$ cat src/verilog/amdc_pkg.sv
/*
 * Package for the Mod_depth_target_control calibration block: register map,
 * field positions, reset values, command bits and timing constants.
 * Assumes a 50 MHz system clock and a 32-bit classic Wishbone bus.
 */
`default_nettype none
package amdc_pkg;
    // Register byte offsets on the Wishbone bus
    localparam logic [7:0] AMDC_OFF_DEPTH_CTRL = 8'h00;
    localparam logic [7:0] AMDC_OFF_NORMAL_LVL = 8'h04;
    localparam logic [7:0] AMDC_OFF_AM_LVL = 8'h08;
    localparam logic [7:0] AMDC_OFF_DISPLAY = 8'h0C;
    localparam logic [7:0] AMDC_OFF_ADC_OUT = 8'h10;
    localparam logic [7:0] AMDC_OFF_CMD = 8'h14;
    localparam logic [7:0] AMDC_OFF_AUX = 8'h18;

    // Depth control fields
    localparam int AMDC_SRC_SEL_BIT = 7;
    localparam int AMDC_FRAC_MSB = 6;
    localparam int AMDC_FRAC_LSB = 1;
    localparam int AMDC_FRAC_W = 6;

    // Command register bits (write) and status bit (read)
    localparam int AMDC_CMD_CAL_BIT = 0;
    localparam int AMDC_CMD_MEAS_BIT = 1;
    localparam int AMDC_STAT_BUSY_BIT = 0;

    // Auxiliary register bits
    localparam int AMDC_AUX_AM_BIT = 0;
    localparam int AMDC_AUX_TXEN_BIT = 1;

    // Reset values
    localparam logic [7:0] AMDC_RST_DEPTH_CTRL = 8'h00;
    localparam logic [7:0] AMDC_RST_NORMAL_LVL = 8'h00;
    localparam logic [7:0] AMDC_RST_AM_LVL = 8'h00;
    localparam logic [7:0] AMDC_RST_AUX = 8'h00;

    // Timing: transmitter settling before the reference measurement
    localparam int AMDC_CLK_PERIOD_NS = 20;
    localparam int AMDC_TX_SETTLE_NS = 1000;
    localparam int AMDC_TX_SETTLE_CYC =
        (AMDC_TX_SETTLE_NS + AMDC_CLK_PERIOD_NS - 1) / AMDC_CLK_PERIOD_NS;

    // Sequencer states
    typedef enum logic [2:0] {
        AMDC_IDLE,
        AMDC_TX_SETTLE,
        AMDC_REF_MEAS,
        AMDC_CALC,
        AMDC_TRIAL,
        AMDC_TRIAL_MEAS,
        AMDC_FINISH,
        AMDC_AMP_MEAS
    } amdc_state_t;
endpackage
`default_nettype wire

$ cat src/verilog/amdc_core.sv
/*
 * Mod_depth_target_control calibration: register file on classic Wishbone,
 * calibration sequencer with successive-approximation search over the
 * eight binary-weighted driver segments, and the driver segment output.
 * Assumes an external A/D converter that answers a start pulse with a
 * done pulse and an 8-bit amplitude, and a framer that drives mod_on_i.
 */
`timescale 1ns/1ps
`default_nettype none

// Contract
// - Source select bit 0 means calibration command makes the modulated level.
// - Depth control bits six to one hold the six-bit target ratio fraction.
// - Target equals reference amplitude divided by one plus fraction over 64.
// - Calibration first enables the transmitter at the unmodulated level.
// - Reference amplitude is measured and stored in the converter register.
// - Target level is computed before any driver adjustment starts.
// - Driver strength is found by successive approximation nearest the target.
// - Final setting goes to the display register and sets the modulated level.
// - Each driver has eight binary-weighted segments; normal level may thin them.
// - Modulated level comes only from raising both driver output resistances.
// - Source select bit 1 takes the modulated level from a software register.
// - One modulation type bit selects on-off keying or AM.
module amdc_core
    import amdc_pkg::*;
#(
    parameter int SEG_N = 8,
    parameter int SETTLE_CYC = AMDC_TX_SETTLE_CYC
) (
    input wire logic clk_i,                   // 50 MHz system clock
    input wire logic rst_i,                   // Synchronous reset, high
    input wire logic ce_i,                    // Clock enable, low freezes
    input wire logic wb_cyc_i,                // Wishbone cycle
    input wire logic wb_stb_i,                // Wishbone strobe
    input wire logic wb_we_i,                 // Wishbone write
    input wire logic [7:0] wb_adr_i,          // Byte address
    input wire logic [3:0] wb_sel_i,          // Byte lanes
    input wire logic [31:0] wb_dat_i,         // Write data
    output logic [31:0] wb_dat_o,             // Read data
    output logic wb_ack_o,                    // Acknowledge
    input wire logic mod_on_i,                // Framer asks for modulated state
    input wire logic adc_done_i,              // Converter result valid pulse
    input wire logic [7:0] adc_data_i,        // Sensed amplitude
    output logic adc_start_o,                 // Converter start pulse
    output logic tx_enable_o,                 // Transmitter on
    output logic [SEG_N-1:0] antenna_driver_out_a_o, // Segment enables, 1 = on
    output logic [SEG_N-1:0] antenna_driver_out_b_o, // Segment enables, 1 = on
    output logic busy_o                       // Sequencer running
);

    // Register state
    logic [7:0] depth_ctrl_q;
    logic [SEG_N-1:0] normal_lvl_q;
    logic [SEG_N-1:0] am_lvl_q;
    logic [SEG_N-1:0] display_q;
    logic [7:0] adc_out_q;
    logic modulation_type_select_q;
    logic tx_sw_q;
    logic [31:0] rdata_q;
    logic ack_q;

    // Sequencer state
    amdc_state_t state_q;
    amdc_state_t state_d;
    logic [15:0] settle_q;
    logic [7:0] target_q;
    logic [SEG_N-1:0] trial_q;
    logic [SEG_N-1:0] bit_q;
    logic adc_start_q;
    logic tx_seq_q;
    logic [SEG_N-1:0] seg_a_q;
    logic [SEG_N-1:0] seg_b_q;

    // Bus decode
    wire bus_req = wb_cyc_i & wb_stb_i & ~ack_q;
    wire bus_wr = bus_req & wb_we_i & wb_sel_i[0];
    wire hit_ctrl = (wb_adr_i == AMDC_OFF_DEPTH_CTRL);
    wire hit_norm = (wb_adr_i == AMDC_OFF_NORMAL_LVL);
    wire hit_am = (wb_adr_i == AMDC_OFF_AM_LVL);
    wire hit_disp = (wb_adr_i == AMDC_OFF_DISPLAY);
    wire hit_adc = (wb_adr_i == AMDC_OFF_ADC_OUT);
    wire hit_cmd = (wb_adr_i == AMDC_OFF_CMD);
    wire hit_aux = (wb_adr_i == AMDC_OFF_AUX);
    wire idle = (state_q == AMDC_IDLE);

    // Fields of the depth control register
    wire level_source_select = depth_ctrl_q[AMDC_SRC_SEL_BIT];
    wire [AMDC_FRAC_W-1:0] frac = depth_ctrl_q[AMDC_FRAC_MSB:AMDC_FRAC_LSB];
    wire target_ratio_fraction_msb = frac[AMDC_FRAC_W-1];
    wire target_ratio_fraction_lsb = frac[0];

    // Commands are taken only while idle; later ones are dropped
    wire cal_go = bus_wr & hit_cmd & idle & wb_dat_i[AMDC_CMD_CAL_BIT];
    wire meas_go = bus_wr & hit_cmd & idle & ~wb_dat_i[AMDC_CMD_CAL_BIT]
        & wb_dat_i[AMDC_CMD_MEAS_BIT];

    // Target = ref * 64 / (64 + frac): divisor 1.000000b .. 1.111111b
    wire [13:0] ref_scaled = {adc_out_q, 6'h00};
    wire [6:0] divisor = {1'b1, frac};
    wire [13:0] quotient = ref_scaled / {7'h00, divisor};

    // Trial keeps its bit while the level is still at or above target
    wire keep_bit = (adc_data_i >= target_q);

    // Level code in force: higher code means more segments off
    wire [SEG_N-1:0] mod_code = level_source_select ? am_lvl_q : display_q;
    wire [SEG_N-1:0] unmod_code = normal_lvl_q;
    wire in_search = (state_q == AMDC_TRIAL) | (state_q == AMDC_TRIAL_MEAS);
    wire [SEG_N-1:0] seg_ook = {SEG_N{1'b0}};
    wire [SEG_N-1:0] seg_am = ~mod_code;
    wire [SEG_N-1:0] seg_mod = modulation_type_select_q ? seg_am : seg_ook;
    wire [SEG_N-1:0] seg_run = mod_on_i ? seg_mod : ~unmod_code;
    wire [SEG_N-1:0] seg_d = in_search ? ~trial_q : (idle ? seg_run : ~unmod_code);

    // Read multiplexer; unmapped offsets read as zero
    logic [31:0] rmux;
    always_comb begin
        rmux = 32'h0000_0000;
        if (hit_ctrl) begin
            rmux[7:0] = depth_ctrl_q;
        end
        if (hit_norm) begin
            rmux[SEG_N-1:0] = normal_lvl_q;
        end
        if (hit_am) begin
            rmux[SEG_N-1:0] = am_lvl_q;
        end
        if (hit_disp) begin
            rmux[SEG_N-1:0] = display_q;
        end
        if (hit_adc) begin
            rmux[7:0] = adc_out_q;
        end
        if (hit_cmd) begin
            rmux[AMDC_STAT_BUSY_BIT] = ~idle;
        end
        if (hit_aux) begin
            rmux[AMDC_AUX_AM_BIT] = modulation_type_select_q;
            rmux[AMDC_AUX_TXEN_BIT] = tx_sw_q;
        end
    end

    // Wishbone answer one cycle after the request, dropped the next
    always_ff @(posedge clk_i) begin
        if (rst_i) begin
            ack_q <= 1'b0;
            rdata_q <= 32'h0000_0000;
        end else if (ce_i) begin
            ack_q <= bus_req;
            rdata_q <= bus_req ? rmux : 32'h0000_0000;
        end
    end

    // Software-written registers; writes take effect with the ack edge
    always_ff @(posedge clk_i) begin
        if (rst_i) begin
            depth_ctrl_q <= AMDC_RST_DEPTH_CTRL;
            normal_lvl_q <= AMDC_RST_NORMAL_LVL[SEG_N-1:0];
            am_lvl_q <= AMDC_RST_AM_LVL[SEG_N-1:0];
            modulation_type_select_q <= AMDC_RST_AUX[AMDC_AUX_AM_BIT];
            tx_sw_q <= AMDC_RST_AUX[AMDC_AUX_TXEN_BIT];
        end else if (ce_i && bus_wr) begin
            if (hit_ctrl) begin
                depth_ctrl_q <= {wb_dat_i[7:1], 1'b0};
            end
            if (hit_norm) begin
                normal_lvl_q <= wb_dat_i[SEG_N-1:0];
            end
            if (hit_am) begin
                am_lvl_q <= wb_dat_i[SEG_N-1:0];
            end
            if (hit_aux) begin
                modulation_type_select_q <= wb_dat_i[AMDC_AUX_AM_BIT];
                tx_sw_q <= wb_dat_i[AMDC_AUX_TXEN_BIT];
            end
        end
    end

    // Sequencer next state
    always_comb begin
        state_d = state_q;
        unique case (state_q)
            AMDC_IDLE: begin
                if (cal_go) begin
                    state_d = AMDC_TX_SETTLE;
                end else if (meas_go) begin
                    state_d = AMDC_AMP_MEAS;
                end
            end
            AMDC_TX_SETTLE: begin
                if (settle_q == 16'h0000) begin
                    state_d = AMDC_REF_MEAS;
                end
            end
            AMDC_REF_MEAS: begin
                if (adc_done_i) begin
                    state_d = AMDC_CALC;
                end
            end
            AMDC_CALC: begin
                state_d = AMDC_TRIAL;
            end
            AMDC_TRIAL: begin
                state_d = AMDC_TRIAL_MEAS;
            end
            AMDC_TRIAL_MEAS: begin
                if (adc_done_i) begin
                    state_d = (bit_q[0]) ? AMDC_FINISH : AMDC_TRIAL;
                end
            end
            AMDC_FINISH: begin
                state_d = AMDC_IDLE;
            end
            AMDC_AMP_MEAS: begin
                if (adc_done_i) begin
                    state_d = AMDC_IDLE;
                end
            end
        endcase
    end

    // Sequencer registers; transmitter held on through the whole calibration run
    always_ff @(posedge clk_i) begin
        if (rst_i) begin
            state_q <= AMDC_IDLE;
            settle_q <= 16'h0000;
            tx_seq_q <= 1'b0;
        end else if (ce_i) begin
            state_q <= state_d;
            if (cal_go) begin
                settle_q <= 16'(SETTLE_CYC - 1);
                tx_seq_q <= 1'b1;
            end else if (state_q == AMDC_TX_SETTLE && settle_q != 16'h0000) begin
                settle_q <= settle_q - 16'h0001;
            end
            if (state_q == AMDC_FINISH) begin
                tx_seq_q <= 1'b0;
            end
        end
    end

    // Converter start: one pulse per measurement, reference, trial or measure command
    always_ff @(posedge clk_i) begin
        if (rst_i) begin
            adc_start_q <= 1'b0;
        end else if (ce_i) begin
            adc_start_q <= (state_q == AMDC_TX_SETTLE && settle_q == 16'h0000)
                | (state_q == AMDC_TRIAL) | meas_go;
        end
    end

    // Stored reference amplitude and computed target
    always_ff @(posedge clk_i) begin
        if (rst_i) begin
            adc_out_q <= 8'h00;
            target_q <= 8'h00;
        end else if (ce_i) begin
            if (adc_done_i && (state_q == AMDC_REF_MEAS || state_q == AMDC_AMP_MEAS)) begin
                adc_out_q <= adc_data_i;
            end
            if (state_q == AMDC_CALC) begin
                target_q <= quotient[7:0];
            end
        end
    end

    // Successive approximation, most significant segment bit first
    always_ff @(posedge clk_i) begin
        if (rst_i) begin
            trial_q <= {SEG_N{1'b0}};
            bit_q <= {SEG_N{1'b0}};
        end else if (ce_i) begin
            if (state_q == AMDC_CALC) begin
                bit_q <= {1'b1, {(SEG_N-1){1'b0}}};
                trial_q <= {1'b1, {(SEG_N-1){1'b0}}};
            end else if (state_q == AMDC_TRIAL_MEAS && adc_done_i) begin
                // Drop the bit if the level fell below target, try next one
                trial_q <= (keep_bit ? trial_q : (trial_q & ~bit_q))
                    | (bit_q >> 1);
                bit_q <= bit_q >> 1;
            end
        end
    end

    // Result copied to the display register at the end of the run
    always_ff @(posedge clk_i) begin
        if (rst_i) begin
            display_q <= {SEG_N{1'b0}};
        end else if (ce_i && state_q == AMDC_FINISH) begin
            display_q <= trial_q;
        end
    end

    // Both drivers get the same segment pattern: modulation only by
    // switching segments off, so amplitude drops through resistance
    always_ff @(posedge clk_i) begin
        if (rst_i) begin
            seg_a_q <= {SEG_N{1'b1}};
            seg_b_q <= {SEG_N{1'b1}};
        end else if (ce_i) begin
            seg_a_q <= seg_d;
            seg_b_q <= seg_d;
        end
    end

    // Output assignments, all from flip-flops
    assign wb_ack_o = ack_q;
    assign wb_dat_o = rdata_q;
    assign adc_start_o = adc_start_q;
    assign antenna_driver_out_a_o = seg_a_q;
    assign antenna_driver_out_b_o = seg_b_q;

    // Transmitter follows software or the sequencer outside a measure-command run
    logic tx_q;
    logic busy_q;
    always_ff @(posedge clk_i) begin
        if (rst_i) begin
            tx_q <= 1'b0;
            busy_q <= 1'b0;
        end else if (ce_i) begin
            tx_q <= tx_sw_q | tx_seq_q | (state_d != AMDC_IDLE && state_d != AMDC_AMP_MEAS);
            busy_q <= (state_d != AMDC_IDLE);
        end
    end
    assign tx_enable_o = tx_q;
    assign busy_o = busy_q;

    // Fraction end bits kept visible for debug probing
    wire unused_frac = target_ratio_fraction_msb ^ target_ratio_fraction_lsb;

endmodule
`default_nettype wire

$ cat config.mk
export PLATFORM = sky130hd
export DESIGN_NAME = amdc_core
export DESIGN_NICKNAME = d
export VERILOG_FILES = /design/src/verilog/amdc_pkg.sv /design/src/verilog/amdc_core.sv
export SDC_FILE = /design/constraint.sdc
export NUM_CORES = 1
export LEC_CHECK = 0
export ABC_AREA = 1
export BUFFER_PORTS_ARGS = -buffer_cell sky130_fd_sc_hd__clkbuf_2
export CAP_MARGIN = 25
export CELL_PAD_IN_SITES_DETAIL_PLACEMENT = 0
export CELL_PAD_IN_SITES_GLOBAL_PLACEMENT = 1
export CORE_MARGIN = 2
export CORE_UTILIZATION = 38
export DETAILED_ROUTE_END_ITERATION = 16
export GPL_TIMING_DRIVEN = 0
export PLACE_DENSITY = 0.8
export SYNTH_ARGS = -nofsm -noshare
export SYNTH_HDL_FRONTEND = slang
export SYNTH_SLANG_ARGS = --single-unit
$ cat constraint.sdc
create_clock -name clk_i -period 11.8 [get_ports clk_i]
set_input_delay 0.59 -clock clk_i [delete_from_list [all_inputs] [get_ports clk_i]]
set_output_delay 0.59 -clock clk_i [all_outputs]
set_load 0.005 [all_outputs]
Word-level counts from Yosys, hierarchy flattened

Index checks and enable logic that the tools add are counted.

Register bits: 129
Input port bits: 60
Output and inout port bits: 52
Word-level logic and storage cells: 114

Add/sub/neg operators: 1
Div/mod/pow operators: 1
Magnitude comparators: 1
Equality and inequality tests: 14
Muxes and demuxes: 30
Bitwise operators: 23
Reduce and logical (&&, ||, !) cells: 25

Operators by type and width:

| cell                    | count |
|---|---|
| $mux W8                 | 16 |
| $mux W16                | 2 |
| $not A8 Y8              | 4 |
| $eq A8 B5 Y1 const B    | 3 |
| $pmux W3 S8             | 1 |
| $mux W3                 | 6 |
| $reduce_and A2 Y1       | 9 |
| $eq A8 B4 Y1 const B    | 2 |
| $logic_not A16 Y1       | 1 |
| $reduce_bool A16 Y1     | 1 |
| $sub A16 B1 Y16 const B | 1 |
| $div A14 B7 Y14         | 1 |
| $eq A3 B3 Y1 const B    | 4 |
| $and A1 B1 Y1           | 9 |
| $and A8 B8 Y8           | 1 |
| $eq A8 B3 Y1 const B    | 1 |
| $ge A8 B8 Y1            | 1 |
| $logic_not A8 Y1        | 1 |
| $or A8 B7 Y8            | 1 |
| $logic_and A1 B1 Y1     | 7 |
| $eq A3 B2 Y1 const B    | 2 |
| $reduce_bool A2 Y1      | 3 |
| $or A1 B1 Y1            | 5 |
| $mux W2                 | 2 |
| 7 further kinds         | 11 |

Depth between registers and ports, before layout

Depth in word-level cells: 14
Gate-level depth with buffers: 99
Depth with buffers taken out: 95

Worst setup path after synthesis

Ideal clock, no wire load.

Path type: reg2reg
Start: reg depth_ctrl_q[1]
End: reg target_q[0]
Arrival: 12486 ps
Data required time: 11691 ps
Setup slack: -795 ps
Stages on the path, launching flop included: 93
Buffers on the path: 4
Clock period less this slack: 12595 ps
Cell sequence: dfxtp_1 > buf_2 > inv_1 > clkbuf_1 > ha_1 > nand2_1 > nand3b_2 > nand2_1 > nand2_2 > nand2_2 > buf_6 > nand2_1 > o21ai_1 > inv_1 > ha_1 > nand2_1 > nor3_1 > nand2_1 > [57 not listed] > nand2_4 > nor2_4 > nand3_4 > inv_2 > o31ai_1 > ha_1 > a21oi_1 > o21ai_0 > a211oi_1 > nand2_1 > nand2_1 > nand4_1 > nand3_1 > nand2_1 > inv_1 > nand3_1 > nand2_1 > inv_1

Cells in the longest elaborated chain, start to end: 1

Ends and longest elaborated chain:

| element                | line             | RTL |
|---|---|---|
| from (decl)            | amdc_core.sv:52  | `logic [7:0] depth_ctrl_q;` |
| from (signal assigned) | amdc_core.sv:164 | `depth_ctrl_q <= {wb_dat_i[7:1], 1'b0};` |
| $div A14 B7 Y14        | amdc_core.sv:100 | `wire [13:0] quotient = ref_scaled / {7'h00, divisor};` |
| to (signal assigned)   | amdc_core.sv:262 | `target_q <= quotient[7:0];` |
| to (decl)              | amdc_core.sv:66  | `logic [7:0] target_q;` |

No other way between the ends.
A chain may end at the register's enable or synchronous reset.

Worst setup path in the final report

Start: reg depth_ctrl_q[2]
End: reg target_q[0]

The elaborated chain is that of the path after synthesis.

==> flow_metrics.env <==
export IMPL_status="finished, final reports clean"
export IMPL_final_common_cell="nand2_1"
export IMPL_antenna_found_initial=0
export IMPL_num_vias=8793
export IMPL_antenna_left=0
export IMPL_die_w_um=153
export IMPL_max_freq_mhz=88.0
export IMPL_num_rows=54
export IMPL_syn_avg_cell_area_um2=6.64
export IMPL_area_growth_pct=29.5
export IMPL_grt_pass1_wl_um=38600
export IMPL_clk_pin_slew_worst_paths_ps=70
export IMPL_htreeDepth=3
export IMPL_critPathCaptureType="flop"
export IMPL_critPathRequiredTime_ps=12060
export IMPL_setup_viol=0
export IMPL_slew_headroom_pct=45.2
export IMPL_core_um2=21800
export IMPL_grt_ovfl_total=0
export IMPL_regArea_um2=2110
export IMPL_syn_inst=1262
export IMPL_n_fill_cell=2168
export IMPL_first_pass_iters=7
export IMPL_grt_max_degree=19
export IMPL_grt_pass1_vias=7921
export IMPL_crit_top_cell="nand2_4"
export IMPL_numPortBuffers=58
export IMPL_ir_drop_v=0.000231
export IMPL_final_cell_mix="nand2_1 (203), inv_1 (158), a21oi_1 (128)"
export IMPL_fin_cells=1732
export IMPL_maxCapViolations=0
export IMPL_hold_path_class="flop to flop"
export IMPL_cpPeakStageDelay_ps=360
export IMPL_cp_arrival_ps=11620
export IMPL_synth_cell_types=54
export IMPL_nets=1560
export IMPL_hold_viol_final=0
export IMPL_crit_fanout=8
export IMPL_die_h_um=153
export IMPL_io_pins=112
export IMPL_root_buffer="clkbuf_16"
export IMPL_place_inst=1623
export IMPL_skew_ps=7.05
export IMPL_clock_sinks=105
export IMPL_syn_cell_area_um2=8380
export IMPL_grtUsageTotal_pct=20.1
export IMPL_yosysTopAreaCell="dfxtp_1"
export IMPL_finalPower_w=0.00273
export IMPL_cts_tree="built"
export IMPL_start_kind="flop"
export IMPL_viasPerCell=5.08
export IMPL_netlist_top_cells_area="dfxtp_1 (25%), nand2_1 (10%), a21oi_1 (8.4%)"
export IMPL_yosysSeqAreaShare_pct=25.1
export IMPL_rsz0062_at_grt="yes"
export IMPL_clk_latency_ps=360
export IMPL_powerDensity_nw_per_um2=251
export IMPL_finalCritPeriodShare_pct=96.3
export IMPL_drc=0
export IMPL_numCtsBuffers=9
export IMPL_crit_type="flop to flop"
export IMPL_wl_per_cell_um=14.5
export IMPL_multi_input_area_um2=5990
export IMPL_wl_um=25100
export IMPL_initial_core_util_pct=38.5
export IMPL_finalMaxSlewViolations=0
export IMPL_tightest_slew_ps=820
export IMPL_ys_ff_latch=105
export IMPL_drive_gt1_share_pct=27.3
export IMPL_ys_warn_count=0
export IMPL_die_area_um2=23300
export IMPL_gp_congestion=0.895
export IMPL_cts_hold_fix_buffers=0
export IMPL_synthDominantCellAreaShare_pct=25.1
export IMPL_dpl_hpwl_um=17900
export IMPL_n_antenna_cell=0
export IMPL_cts_buffer_depth=2
export IMPL_crit_slowest_cell="dfxtp_2"
export IMPL_fin_crit_ps=11370
export IMPL_drt_iter0_drc=565
export IMPL_p_leak_nw=4.97
[flip-flops by register name, indices dropped and copies added, names as in the netlist, 8 cells and up]
signal                  count
wb_dat_o                    8
display_q                   8
antenna_driver_out_b_o      8
settle_q                   16
target_q                    8
bit_q                       8
trial_q                     8
adc_out_q                   8
normal_lvl_q                8
am_lvl_q                    8
[cells in the mapped netlist, drive strengths merged]
master  number
nand2      261
inv        182
o21ai      145
a21oi      143
dfxtp      105
nor2       105
nand3       61
ha          52
buf         35
clkbuf      25
xor2        23
nand4       20
o211ai      19
nor3        15
o21a        10
xnor2       10
o22ai        6
a31oi        5
nor4         5
a211oi       4
a21o         4
nand3b       4
o221ai       4
a221oi       2
and2         2
clkinv       2
o21bai       2
or2          2
a31o         1
a41oi        1
conb         1
fa           1
o311ai       1
o31ai        1
o32ai        1
o41ai        1
or3          1
[worst max-delay path, delay by kind of cell, from the launching register on]
family | cells | cell delay, ps
adders and majority gates | 9 | 2350
AOI/OAI and AO/OA | 23 | 3130
buffers and inverters | 16 | 1350
and+or+nand+nor | 44 | 4020
DFF | 1 | 360
[timing repair]
| action | CTS | global route |
|---|---|---|
| cloned | 2 | 0 |
| buffers inserted | 43 | 48 |
| endpoints found under the setup margin | 2 | 1 |
| gates resized for setup | 58 | 117 |
| endpoints found under the hold margin | 0 | 0 |
| pin swaps | 32 | 92 |
[path summary, 6_finish.rpt]
| kind | to | slack [ps] | cells past startpoint | startpoint |
|---|---|---|---|---|
| worst max register to register | target_q[0]$_SDFFE_PP0P_ | 430 | 92 | depth_ctrl_q[2]$_SDFFE_PP0P_ |
| worst min-delay path | bit_q[0]$_SDFFE_PP0P_ | 460 | 2 | bit_q[0]$_SDFFE_PP0P_ |
| worst max-delay path | target_q[0]$_SDFFE_PP0P_ | 430 | 92 | depth_ctrl_q[2]$_SDFFE_PP0P_ |
| worst min register to register | bit_q[0]$_SDFFE_PP0P_ | 460 | 2 | bit_q[0]$_SDFFE_PP0P_ |
[metal layers]
layer | track usage (%) | routed length (µm) | vias to the layer above
li1 | - | - | 4531
met1 | 27.6 | 11600 | 4023
met2 | 33.3 | 11800 | 210
met3 | 2.96 | 1250 | 29
met4 | 4.54 | 446 | 0
met5 | 0 | 0 | -
[cells by family after synthesis]
group / after synthesis / synth area share (%)
flops: 105 / 25.1
fa+ha+maj: 53 / 8.00
other cells: 1 / 0.0447
buf+inv: 244 / 12.6
simple gates: 476 / 28.0
xor+xnor: 33 / 3.45
compound gates: 350 / 22.9
[area by class of cell]
type / instances / share of cell area [%]
Buffer: 59 / 3.51
Inverter: 184 / 6.73
Multi-Input combinational cell: 936 / 55.1
Tap cell: 280 / 3.23
Sequential cell: 105 / 19.4
Timing Repair Buffer: 151 / 9.15
Clock buffer: 10 / 2.11
Clock inverter: 6 / 0.668
Timing Repair inverter: 1 / 0.0576
[stage by stage]
step	worst slack (ps)	area (µm²)	utilization (%)	hold slack (ps)	setup TNS, ps
finish	432	10900	49.9	464	0
CTS	2.85	10000	46.0	464	0
detailed placement	-2040	9140	42.0	453	-2510
global placement	-1920	9140	42.0	450	-2330
global route	-245	10900	49.9	478	-245
floorplan	1.59	8500	-	436	0
[power breakdown]
group          internal, W  switching, W
registers         0.000368     0.0000128
clock network     0.000168      0.000145
logic             0.000802       0.00123
total              0.00134       0.00139
Power figures use the tool's default switching activity.
